===== src/design/comparator_vref_control_regs.vh =====
// register map, field positions, reset values and timing counts of the comparator and reference control block
// assumes an 8-bit register address space and a 100 MHz core clock
`ifndef COMPARATOR_VREF_CONTROL_REGS_VH
`define COMPARATOR_VREF_CONTROL_REGS_VH

// register offsets
`define PORT_PINS_ADDR        8'h05
`define CHANGE_FLAG_ADDR      8'h0c
`define CMP_CTRL_ADDR         8'h19
`define PORT_DIR_ADDR         8'h85
`define REF_CTRL_ADDR         8'h99

// comparator_control fields
`define CMP_MODE_LSB          0
`define CMP_MODE_MSB          2
`define CMP_INSEL_BIT         3
`define CMP_INVERT_BIT        4
`define CMP_RESULT_BIT        6
`define CMP_CTRL_RESET        8'h00

// reference_control fields
`define REF_LEVEL_LSB         0
`define REF_LEVEL_MSB         3
`define REF_RANGE_BIT         5
`define REF_ENABLE_BIT        7
`define REF_CTRL_RESET        8'h00

// flag register field
`define CHANGE_FLAG_BIT       3
`define CHANGE_FLAG_RESET     1'b0

// port direction: one bit per pin, set means input
`define PORT_DIR_RESET        6'h3f
`define OUT_PIN_BIT           2

// comparator modes
`define MODE_RESET            3'h0
`define MODE_OFF              3'h7

// timing
`define CLK_PERIOD_NS         10
`define SETTLE_TIME_NS        10000

`endif


===== src/design/comparator_vref_control.v =====
// comparator and voltage reference control: registers, mode decode, result path, change flag, output pin
// assumes a raw comparator result and port pins that arrive asynchronously from the analog side,
// and a single core clock with a synchronous active-low reset
//
// Chosen here: the address-and-strobe port.
`timescale 1ns/10ps
`include "comparator_vref_control_regs.vh"

module comparator_vref_control #(
   parameter NUM_PINS = 6
) (
   // clock and reset
   input  wire                core_clk_i,
   input  wire                rst_b_i,
   // register port
   input  wire [7:0]          reg_addr_i,
   input  wire [7:0]          reg_wdata_i,
   input  wire                reg_wr_i,
   input  wire                reg_rd_i,
   output wire [7:0]          reg_rdata_o,
   // analog side
   input  wire                cmp_raw_i,
   input  wire [NUM_PINS-1:0] pin_in_i,
   output wire [2:0]          comparator_mode_o,
   output wire                comparator_on_o,
   output wire                input_select_o,
   output wire                ref_route_o,
   output wire                reference_enable_o,
   output wire                reference_range_o,
   output wire [3:0]          reference_level_o,
   output wire [NUM_PINS-1:0] pin_analog_o,
   // result and events
   output wire                result_valid_o,
   output wire                comparator_change_flag_o,
   // output pin
   output wire                output_pin_o,
   output wire                output_pin_oe_b_o
);

   ////////////////////////////////////////////////////////////////////////////////
   // constants and decode functions

   // least wait: round up to whole cycles
   localparam integer SETTLE_CYC = (`SETTLE_TIME_NS + `CLK_PERIOD_NS - 1) / `CLK_PERIOD_NS;
   localparam [9:0]   SETTLE_MAX = SETTLE_CYC[9:0];
   // reset images of the two control registers, so single fields can be picked out at full width
   localparam [7:0]   CMP_RST    = `CMP_CTRL_RESET;
   localparam [7:0]   REF_RST    = `REF_CTRL_RESET;

   // modes that drive the result to the output pin
   function mode_has_output;
      input [2:0] mode;
      begin
         case (mode)
            3'h1:    mode_has_output = 1'b1;
            3'h3:    mode_has_output = 1'b1;
            3'h5:    mode_has_output = 1'b1;
            default: mode_has_output = 1'b0;
         endcase
      end
   endfunction

   // modes that use the internal reference
   function mode_uses_ref;
      input [2:0] mode;
      begin
         case (mode)
            3'h3:    mode_uses_ref = 1'b1;
            3'h4:    mode_uses_ref = 1'b1;
            3'h5:    mode_uses_ref = 1'b1;
            3'h6:    mode_uses_ref = 1'b1;
            default: mode_uses_ref = 1'b0;
         endcase
      end
   endfunction

   // which of the three comparator pins are analog
   function [2:0] mode_analog_mask;
      input [2:0] mode;
      begin
         case (mode)
            `MODE_RESET: mode_analog_mask = 3'h7;
            `MODE_OFF:   mode_analog_mask = 3'h0;
            default:     mode_analog_mask = 3'h3;
         endcase
      end
   endfunction

   ////////////////////////////////////////////////////////////////////////////////
   // registers

   reg  [2:0]          mode_ff;
   reg                 insel_ff;
   reg                 invert_ff;
   reg                 ref_en_ff;
   reg                 ref_range_ff;
   reg  [3:0]          ref_level_ff;
   reg  [NUM_PINS-1:0] port_dir_ff;
   reg                 flag_ff;
   reg                 latched_ff;
   reg  [9:0]          settle_ff;
   reg  [7:0]          rdata_ff;
   reg                 cmp_meta_ff;
   reg                 cmp_sync_ff;
   reg  [NUM_PINS-1:0] pin_meta_ff;
   reg  [NUM_PINS-1:0] pin_sync_ff;

   wire wr_cmp  = reg_wr_i & (reg_addr_i == `CMP_CTRL_ADDR);
   wire rd_cmp  = reg_rd_i & (reg_addr_i == `CMP_CTRL_ADDR);
   wire wr_ref  = reg_wr_i & (reg_addr_i == `REF_CTRL_ADDR);
   wire wr_dir  = reg_wr_i & (reg_addr_i == `PORT_DIR_ADDR);
   wire wr_flag = reg_wr_i & (reg_addr_i == `CHANGE_FLAG_ADDR);

   wire [2:0] new_mode = reg_wdata_i[`CMP_MODE_MSB:`CMP_MODE_LSB];

   always @(posedge core_clk_i) begin
      if (!rst_b_i) begin
         mode_ff      <= `MODE_RESET;
         insel_ff     <= CMP_RST[`CMP_INSEL_BIT];
         invert_ff    <= CMP_RST[`CMP_INVERT_BIT];
         ref_en_ff    <= REF_RST[`REF_ENABLE_BIT];
         ref_range_ff <= REF_RST[`REF_RANGE_BIT];
         ref_level_ff <= REF_RST[`REF_LEVEL_MSB:`REF_LEVEL_LSB];
         port_dir_ff  <= `PORT_DIR_RESET;
      end else begin
         // the result bit is not stored here, so writes cannot touch it
         // no sleep input exists: wake leaves every register as it was
         if (wr_cmp) begin
            mode_ff   <= new_mode;
            insel_ff  <= reg_wdata_i[`CMP_INSEL_BIT];
            invert_ff <= reg_wdata_i[`CMP_INVERT_BIT];
         end
         if (wr_ref) begin
            ref_en_ff    <= reg_wdata_i[`REF_ENABLE_BIT];
            ref_range_ff <= reg_wdata_i[`REF_RANGE_BIT];
            ref_level_ff <= reg_wdata_i[`REF_LEVEL_MSB:`REF_LEVEL_LSB];
         end
         if (wr_dir) begin
            port_dir_ff <= reg_wdata_i[NUM_PINS-1:0];
         end
      end
   end

   ////////////////////////////////////////////////////////////////////////////////
   // synchronisers: the first stage feeds only the second

   always @(posedge core_clk_i) begin
      if (!rst_b_i) begin
         cmp_meta_ff <= 1'b0;
         cmp_sync_ff <= 1'b0;
         pin_meta_ff <= {NUM_PINS{1'b0}};
         pin_sync_ff <= {NUM_PINS{1'b0}};
      end else begin
         cmp_meta_ff <= cmp_raw_i;
         cmp_sync_ff <= cmp_meta_ff;
         pin_meta_ff <= pin_in_i;
         pin_sync_ff <= pin_meta_ff;
      end
   end

   ////////////////////////////////////////////////////////////////////////////////
   // result path and settling

   wire cmp_on  = (mode_ff != `MODE_RESET) & (mode_ff != `MODE_OFF);
   // raw input is high when positive input exceeds negative
   wire result  = cmp_on & (cmp_sync_ff ^ invert_ff);
   wire settling = (settle_ff != 10'h000);

   // a write that changes the mode restarts the wait, since the analog side may re-route inputs
   always @(posedge core_clk_i) begin
      if (!rst_b_i) begin
         settle_ff <= 10'h000;
      end else if (wr_cmp && (new_mode != mode_ff)) begin
         settle_ff <= SETTLE_MAX;
      end else if (settling) begin
         settle_ff <= settle_ff - 10'h001;
      end
   end

   ////////////////////////////////////////////////////////////////////////////////
   // change flag

   // a mismatch keeps setting the flag until an access re-latches the result
   wire mismatch = (result != latched_ff) & ~settling;
   wire cmp_acc  = wr_cmp | rd_cmp;

   always @(posedge core_clk_i) begin
      if (!rst_b_i) begin
         latched_ff <= 1'b0;
         flag_ff    <= `CHANGE_FLAG_RESET;
      end else begin
         if (cmp_acc || settling) begin
            latched_ff <= result;
         end
         // set wins over a software clear in the same cycle
         if (mismatch) begin
            flag_ff <= 1'b1;
         end else if (wr_flag) begin
            flag_ff <= reg_wdata_i[`CHANGE_FLAG_BIT];
         end
      end
   end

   ////////////////////////////////////////////////////////////////////////////////
   // read data, one cycle after the strobe and zero otherwise

   wire [2:0]          cmp_analog = mode_analog_mask(mode_ff);
   wire [NUM_PINS-1:0] analog_pins = {{(NUM_PINS-3){1'b0}}, cmp_analog};

   reg [7:0] nxt_rdata;
   always @* begin
      nxt_rdata = 8'h00;
      if (reg_rd_i) begin
         case (reg_addr_i)
            `CMP_CTRL_ADDR:
               nxt_rdata = {1'b0, result, 1'b0, invert_ff, insel_ff, mode_ff};
            `REF_CTRL_ADDR:
               nxt_rdata = {ref_en_ff, 1'b0, ref_range_ff, 1'b0, ref_level_ff};
            `PORT_DIR_ADDR:
               nxt_rdata = {{(8-NUM_PINS){1'b0}}, port_dir_ff};
            `PORT_PINS_ADDR:
               nxt_rdata = {{(8-NUM_PINS){1'b0}}, pin_sync_ff & ~analog_pins};
            `CHANGE_FLAG_ADDR:
               nxt_rdata = {4'h0, flag_ff, 3'h0};
            default:
               nxt_rdata = 8'h00;
         endcase
      end
   end

   always @(posedge core_clk_i) begin
      if (!rst_b_i) begin
         rdata_ff <= 8'h00;
      end else begin
         rdata_ff <= nxt_rdata;
      end
   end

   ////////////////////////////////////////////////////////////////////////////////
   // outputs to the analog side and the pin

   wire out_mode = mode_has_output(mode_ff);

   assign reg_rdata_o              = rdata_ff;
   assign comparator_mode_o        = mode_ff;
   assign comparator_on_o          = cmp_on;
   assign input_select_o           = insel_ff;
   assign ref_route_o              = cmp_on & mode_uses_ref(mode_ff);
   // the ladder itself sets the voltage from range and level
   assign reference_enable_o       = ref_en_ff;
   assign reference_range_o        = ref_range_ff;
   assign reference_level_o        = ref_level_ff;
   assign pin_analog_o             = analog_pins;
   assign result_valid_o           = cmp_on & ~settling;
   assign comparator_change_flag_o = flag_ff;
   // raw path on purpose: the pin follows the comparator with no clock delay
   assign output_pin_o             = out_mode & (cmp_raw_i ^ invert_ff);
   assign output_pin_oe_b_o        = ~out_mode | port_dir_ff[`OUT_PIN_BIT];

endmodule // comparator_vref_control


===== config.mk =====
export PLATFORM = sky130hd
export DESIGN_NAME = comparator_vref_control
export DESIGN_NICKNAME = d
export VERILOG_FILES = /design/src/design/comparator_vref_control.v
export VERILOG_INCLUDE_DIRS = /design/src /design/src/design
export SDC_FILE = /design/constraint.sdc
export NUM_CORES = 1
export LEC_CHECK = 0
export ABC_CLOCK_PERIOD_IN_PS = 4600
export BUFFER_PORTS_ARGS = -buffer_cell sky130_fd_sc_hd__buf_2
export CORE_ASPECT_RATIO = 0.8
export CORE_UTILIZATION = 55
export CTS_CLUSTER_DIAMETER = 200
export DETAILED_ROUTE_END_ITERATION = 7
export PLACE_DENSITY_LB_ADDON = 0.3
export SLEW_MARGIN = 20
export SYNTH_ARGS = -nofsm -noshare
export SYNTH_HDL_FRONTEND = slang
export SYNTH_SLANG_ARGS = --single-unit

===== constraint.sdc =====
create_clock -name core_clk_i -period 4.6 [get_ports core_clk_i]
set_input_delay 0.69 -clock core_clk_i [delete_from_list [all_inputs] [get_ports core_clk_i]]
set_output_delay 0.69 -clock core_clk_i [all_outputs]
set_load 0.01 [all_outputs]

; After elaboration in Yosys (flattened, before gate mapping)
; Cells that the tools add are included.
[word_totals]
inputBits = 27
output_inout_bits = 30
word_cells = 70
ff_bits = 51
[op_classes]
n_addsub = 1
n_reduce_logical = 11
n_eq_ne = 14
n_bitwise = 20
muxes = 8
[op_table]
columns = operator, count
row1 = $pmux 8 s5, 1
row2 = $mux 10, 2
row3 = $eq 8x8->1 const B, 2
row4 = $eq 3x3->1 const B, 4
row5 = $and 1x1->1, 11
row6 = $reduce_bool 10->1, 1
row7 = $sub 10x1->10 const B, 1
row8 = $eq 8x3->1 const B, 1
row9 = $eq 8x4->1 const B, 1
row10 = $eq 8x5->1 const B, 1
row11 = $and 6x6->6, 1
row12 = $not 3->6, 1
row13 = $pmux 3 s2, 1
row14 = $mux 1, 4
row15 = $reduce_bool 2->1, 2
row16 = $reduce_or 4->1, 1
row17 = $eq 3x1->1 const B, 1
row18 = $eq 3x2->1 const B, 1
row19 = $logic_not 3->1, 1
row20 = $ne 3x3->1, 1
row21 = $ne 3x3->1 const B, 1
row22 = $not 1->1, 3
row23 = $reduce_bool 3->1, 1
row24 = $reduce_or 3->1, 1
row25 = 7 further kinds, 9

; Depth between registers and ports, before layout
; Gate-level depths: netlist of run 1.
[logic_depth]
ltp_word = 6
ltp_mapped = 7
depth_no_buf = 6

; Worst setup path after synthesis of run 1
; Ideal clock, no wire load.
[synth_path]
path_type = register to output
from = reg settle_ff[0]
to = out result_valid_o
setup_slack_ns = 2.516
required_ns = 3.910
path_stages_with_launch = 6
path_buffers = 0
t_arrival_ns = 1.394
cell_sequence = dfxtp_1 > inv_1 > ha_1 > nor3b_2 > nand3_1 > nor3_1
[synth_via]
elab_chain_len = 3
[synth_rtl]
columns = item, line
row1 = from (decl), comparator_vref_control.v:101  ; reg [9:0] settle_ff;
row2 = from (signal assigned), comparator_vref_control.v:176  ; settle_ff <= settle_ff - 10'h001;
row3 = $reduce_bool 10->1, comparator_vref_control.v:167  ; wire settling = (settle_ff != 10'h000);
row4 = $not 1->1, comparator_vref_control.v:254  ; assign result_valid_o = cmp_on & ~settling;
row5 = $and 1x1->1, comparator_vref_control.v:254
row6 = to (decl), comparator_vref_control.v:33  ; output wire result_valid_o,
; No other way between the ends.

; Worst setup path in the final report of run 1
; Same ends and word-level chain as after synthesis.

==> run_results.csv, run 1 <==
group,metric,value,unit
setup_path,crit_type,"register to output port",
layout,diodes,0,
pwr,swShare,33.3,%
drt,drt_pass1_iterations,4,
floorplan,fp.dieW,74.5,um
clock_network,hold_buffers,0,
timing,max_slew.worst_pin.slew,702,ps
setup_path,startpoint_type,"register",
synth,ys.flop_type,"dfxtp_1",
layout,nets,330,
pwr,pwr-share-comb,25.8,%
drt,drt_wl_total,5.41,mm
clock_network,clockBufferDepth,2,
synth,synth-seq-area-share,44.2,%
floorplan,io_pins,57,
global_route,met1_usage,36.8,%
global_route,use_met3,6.75,%
setup_path,crit_path_max_fanout,8,
drt,drt_iter0_markers,202,
placed_design,place_area,2560,sq um
synth,ys_ff_latch,51,
clock_network,cts_buffers,5,
timing,final.min_clock_period,2680,ps
timing,rsz0062_at_grt,"no",
drt,drtAntennaViolNets,0,
placed_design,preCtsSetupSlack,2200,ps
pwr,p_sw,0.360,mW
timing,hold_violations,0,
timing,relSlewSlack,53.1,%
status,status,"finished, final reports clean",
clock_network,root_buffer,"clkbuf_8",
layout,fill_cells,347,
timing,setup_slack,1920,ps
timing,fin_skew,5.42,ps
worst_hold_path,hold_class,"register to register",
placed_design,place_congestion,0.851,
pwr,ir_drop,0.276,mV
layout,design_area,2660,sq um
run,maxCapViolations,0,
synth,yosysUniqueCellTypes,49,
synth,async_flop_share,0,%
global_route,grt_pass1_wl,8.65,mm
pwr,power.density,406,nW/um^2
global_route,grt_overflow_total,0,
floorplan,start_util,59.2,%
clock_network,clkSinkCount,51,
clock_network,cts.clk_slew.worst_paths,100,ps
clock_network,post-cts-setup-buffer-count,0,
global_route,grt_use_total,26.4,%
drt,vias_per_cell,5.81,
synth,synth_edf_count,0,
layout,drive_gt1_share,23.4,%
synth,yosys_warnings,0,
drt,dr_total_vias,2079,
drt,wl_per_cell,15.1,um
timing,drv_slew,0,
timing,hold_slack,442,ps
placed_design,portBuffers,52,
global_route,use_met2,39.0,%
global_route,antenna_found_initial,0,
floorplan,die-height,60.0,um
synth,netlist_area,2310,sq um
timing,fin_tns_setup,0,ps
synth,synth_cells,257,
clock_network,clk_latency,310,ps
pwr,power,1.08,mW
synth,synth_most_common_cell,"dfxtp_1",
floorplan,std_cell_rows,20,
pwr,clkPwrFrac,25.2,%
drt,drt_drc_violations_left,0,
pwr,p_int,0.720,mW
timing,finalSetupViolCount,0,
global_route,grt_start_max_net_pins,26,
synth,ys_top_cells_by_area,"dfxtp_1 44%, mux2i_1 6.5%, and2_1 4.3%",
setup_path,cp_data_arrival_time,1990,ps
synth,synth_top_area_share,44.2,%
global_route,grt_pass1_vias,1853,
setup_path,crit_required,3910,ps
synth,synth_area_per_cell,9.00,sq um
setup_path,crit_chain,"inv_1, ha_1, nor3b_2, nand3_1, nor3_1, buf_2",
pwr,p_leak,1.15,nW
clock_network,ctsHtreeMaxLevel,2,
timing,period_share,58.3,%
synth,synth_top_cell_by_area,"dfxtp_1",
setup_path,crit_slowest_cell,"nor3b_2",
setup_path,crit_path_end_kind,"output port",
layout,area_growth,15.0,%
placed_design,dp_hpwl,3.86,mm
floorplan,core-area,3900,sq um
clock_network,cts_tree,"done",
timing,fmax,0.373,GHz
global_route,busiest_layer,"met2",
floorplan,die_area,4470,sq um
pwr,pwr-share-seq,49.0,%
setup_path,cp_slowest_stage_delay,420,ps
synth,synth_common_cells,"51 x dfxtp_1, 25 x nand2_1, 17 x nand3_1, 16 x a21oi_1, 16 x and2_1",
clock_network,cts_resized,0,
[power by group through the flow]
stage          Sequential (mW)  Clock (mW)  Combinational (mW)
2_1_floorplan            0.528           0               0.235
3_3_place_gp             0.535           0               0.267
3_5_place_dp             0.538           0               0.275
4_1_cts                  0.528       0.277               0.278
5_1_grt                  0.537       0.294               0.321
6_report                 0.529       0.272               0.279
[through the flow]
step | instances | util, %
after global placement | 350 | 65.6
after CTS | 358 | 68.1
after detailed placement | 350 | 65.6
final | 358 | 68.1
after floorplan | 259 | -
after global routing | 358 | 68.1
[critical path, delay by kind of cell (launching register included)]
kind,cells,cell delay (ps)
AND/OR/NAND/NOR,3,900
flip-flops,1,350
buffers and inverters,2,260
adder cells (fa/ha/maj),1,180
[kinds of logic after synthesis]
logic type / after synthesis / synth area share, %
AND/OR/NAND/NOR: 120 / 29.3
AO/OA/AOI/OAI: 40 / 11.3
other: 1 / 0.162
XOR/XNOR: 7 / 2.65
flip-flops: 51 / 44.2
multiplexers: 17 / 7.47
adder cells (fa/ha/maj): 1 / 0.541
buffers and inverters: 20 / 4.44
[final cells by class]
cell class	instances	area, sq um	area share, %
sequential	51	1020	38.4
inverter	4	15.0	0.565
tap	55	68.8	2.59
timing repair buffer	52	260	9.79
clock buffer	5	68.8	2.59
clock inverter	3	28.8	1.08
multi-input combinational	188	1200	45.0
[layout by cell type (no fill, tap or decap), drive strengths merged, types with 5 or more instances in the layout]
cell type,count
and2,16
buf,52
a21oi,16
mux2i,15
nor3,8
dfxtp,51
nand3b,5
nand2,25
clkbuf,5
nand3,17
nor2b,5
a31oi,5
nor2,15
[state kept, by name, indices dropped and copies added (netlist names), 3 cells and up]
register,count
comparator_mode_o,3
port_dir_ff,6
reg_rdata_o,8
settle_ff,10
pin_meta_ff,6
reference_level_o,4
pin_sync_ff,6
[worst paths after layout]
kind	end	startpoint	slack, ps	cells past startpoint
worst max-delay path	result_valid_o	settle_ff[0]	1920	6
worst min-delay path	pin_sync_ff[3]	pin_meta_ff[3]	440	1
worst max register to register	settle_ff[5]	settle_ff[0]	2710	6
worst min register to register	pin_sync_ff[3]	pin_meta_ff[3]	440	1
[metal layers]
layer,part of all wire (%),vias up
met2,43,113
met4,1.5,0
met1,46,966
met5,0,-
li1,-,990
met3,10,10
Note: power is estimated with default switching activity, not from simulation.
==> inputs of run 2 (changes only) <==
ABC_AREA = 1   (was unset)
ABC_CLOCK_PERIOD_IN_PS = 2530   (was 4600)
CORE_UTILIZATION = 53   (was 55)
clock period = 2.53 ns   (was 4.6 ns; I/O delays follow)
==> run_results.csv, run 2 <==
group,metric,value,unit
timing,fmax,0.472,GHz
floorplan,io_pins,57,
floorplan,die_area,4900,sq um
synth,synth_top_area_share,41.6,%
drt,drt_drc_violations_left,0,
global_route,grt_pass1_vias,2078,
clock_network,cts_resized,0,
pwr,power,2.00,mW
setup_path,crit_path_end_kind,"output port",
setup_path,cp_slowest_stage_delay,320,ps
setup_path,reg2regPathDepth,8,
timing,drv_slew,0,
global_route,grt_pass1_wl,9.36,mm
clock_network,hold_buffers,0,
drt,wl_per_cell,12.3,um
synth,yosysUniqueCellTypes,29,
pwr,power.density,701,nW/um^2
layout,design_area,2850,sq um
clock_network,root_buffer,"clkbuf_8",
pwr,swShare,32.3,%
worst_hold_path,holdPathEnd,"pin_meta_ff[4]",
timing,fin_skew,8.00,ps
drt,drt_pass1_iterations,5,
floorplan,start_util,56.9,%
worst_hold_path,hold_class,"input port to register",
setup_path,critPathLaunch,"settle_ff[0]",
setup_path,startpoint_type,"register",
setup_path,rrSetupSlack,850,ps
synth,ys.flop_type,"dfxtp_1",
synth,yosys_warnings,0,
pwr,p_int,1.35,mW
global_route,grt_use_total,24.4,%
floorplan,die-height,62.8,um
synth,synth_top_cell_by_area,"dfxtp_1",
timing,hold_violations,0,
layout,fill_cells,388,
setup_path,critPathTopFamily,"simple AND/OR/NAND/NOR gates",
timing,final.min_clock_period,2120,ps
layout,area_growth,16.3,%
setup_path,crit_slowest_cell,"dfxtp_1",
setup_path,crit_path_max_fanout,10,
layout,layout_commonest_cell,"nand2_1",
synth,synth_cells,344,
timing,rsz0062_at_grt,"no",
timing,period_share,83.8,%
placed_design,portBuffers,52,
clock_network,clk_latency,300,ps
drt,dr_total_vias,2313,
clock_network,cts_tree,"done",
floorplan,std_cell_rows,21,
setup_path,crit_chain,"inv_1, ha_1, nand3_2, nor2_4, nand2_2, a21oi_1, buf_2",
layout,regMostFlops,"settle_ff",
synth,ys_top_cells_by_area,"dfxtp_1 42%, nand2_1 11%, inv_1 8.0%",
timing,finalSetupViolCount,0,
pwr,pwr-share-seq,45.5,%
status,status,"finished, final reports clean",
clock_network,cts_buffers,5,
drt,vias_per_cell,5.11,
layout,finalNonFillerCells,453,
synth,synth_common_cells,"73 x nand2_1, 52 x inv_1, 51 x dfxtp_1, 40 x nor2_1, 33 x nand3_1",
timing,fin_tns_setup,0,ps
layout,nets,423,
synth,ys_ff_latch,51,
global_route,antenna_found_initial,0,
layout,final_core_util,66.2,%
setup_path,crit_type,"register to output port",
layout,drive_gt1_share,21.7,%
synth,netlist_area,2450,sq um
drt,drt_wl_total,5.57,mm
synth,synth_most_common_cell,"nand2_1",
worst_hold_path,min_from,"pin_in_i[4]",
synth,synth_area_per_cell,7.13,sq um
synth,synth_edf_count,0,
layout,largest_reg_flops,10,
run,maxCapViolations,0,
clock_network,post-cts-setup-buffer-count,0,
synth,synth-seq-area-share,41.6,%
clock_network,clockBufferDepth,2,
pwr,p_sw,0.645,mW
pwr,p_leak,1.50,nW
layout,layout_common_cells,"73 x nand2_1, 52 x inv_1, 52 x buf_2",
global_route,grt_overflow_total,0,
drt,drt_iter0_markers,189,
setup_path,cp_data_arrival_time,1740,ps
worst_hold_path,hold_path_depth,3,
setup_path,timing.rr.start,"settle_ff[0]",
placed_design,place_congestion,0.885,
setup_path,crit_buf_inv,2,
pwr,pwr-share-comb,25.8,%
global_route,grt_start_max_net_pins,24,
pwr,clkPwrFrac,28.7,%
setup_path,reg2reg_to,"comparator_change_flag_o",
pwr,ir_drop,0.358,mV
placed_design,placedCellCount,445,
floorplan,fp.dieW,78.1,um
drt,drtAntennaViolNets,0,
placed_design,place_area,2740,sq um
clock_network,cts.clk_slew.worst_paths,100,ps
layout,diodes,0,
clock_network,clkSinkCount,51,
placed_design,dp_hpwl,4.10,mm
setup_path,crit_required,2150,ps
floorplan,core-area,4310,sq um
clock_network,ctsHtreeMaxLevel,2,
synth,async_flop_share,0,%
==> run 2: cell count changes after synthesis, sizes merged, moves of 15 or more <==
cell | previous run | this run
nand2 | 25 | 82
inv | 3 | 53
nor2 | 15 | 49
nand3 | 17 | 36
and2 | 16 | 0
mux2i | 15 | 0
==> run 2: routing by layer <==
layer	routed length (um)	vias to the layer above	global-route usage, %
met3	387	7	4.67
li1	-	1178	-
met4	46	0	6.48
met2	2450	84	39.4
met1	2680	1044	33.2
met5	0	-	0
==> run 2: logic make-up after synthesis <==
family,count (synthesis),share of synthesized area [%]
buffers and inverters,64,10.6
DFF,51,41.6
and+or+nand+nor,180,36.0
xor gates and xnor gates,6,2.14
AOI/OAI and AO/OA,41,8.98
other,1,0.153
adders and majority gates,1,0.510
==> run 2: cell type report <==
class                           count  area (sq um)  area share, %
Clock buffer                        5          68.8           2.41
Multi-Input combinational cell    231          1180           41.3
Inverter                           53           199           6.97
Timing Repair Buffer               53           268           9.39
Tap cell                           57          71.3           2.50
Clock inverter                      3          46.3           1.62
Sequential cell                    51          1020           35.8
==> run 2: worst reg2reg max path: cells and delay by family, from the launching register on <==
family / cells / cell delay, ps
AOI/OAI and AO/OA: 1 / 140
adders and majority gates: 1 / 210
buffers and inverters: 2 / 290
DFF: 1 / 320
and+or+nand+nor: 4 / 650
==> run 2: per-stage QoR <==
stage / hold WS [ps] / setup slack [ps]
detailed placement: 396 / 778
CTS: 244 / 427
global route: 242 / 293
finish: 248 / 410
global placement: 392 / 809
floorplan: 390 / 965
==> run 2: worst max path at each step <==
stage                                end  slack, ps  depth (start not counted)
after floorplan           result_valid_o        970                          6
after global placement    result_valid_o        810                          7
after detailed placement  result_valid_o        780                          7
after CTS                 result_valid_o        430                          7
after global routing      result_valid_o        290                          7
final                     result_valid_o        410                          7
==> run 2: power groups by stage <==
stage	registers, mW	logic (mW)	clock network (mW)
global route	0.918	0.591	0.623
global placement	0.925	0.482	0
floorplan	0.919	0.402	0
detailed placement	0.927	0.504	0
CTS	0.909	0.512	0.585
finish	0.909	0.517	0.574
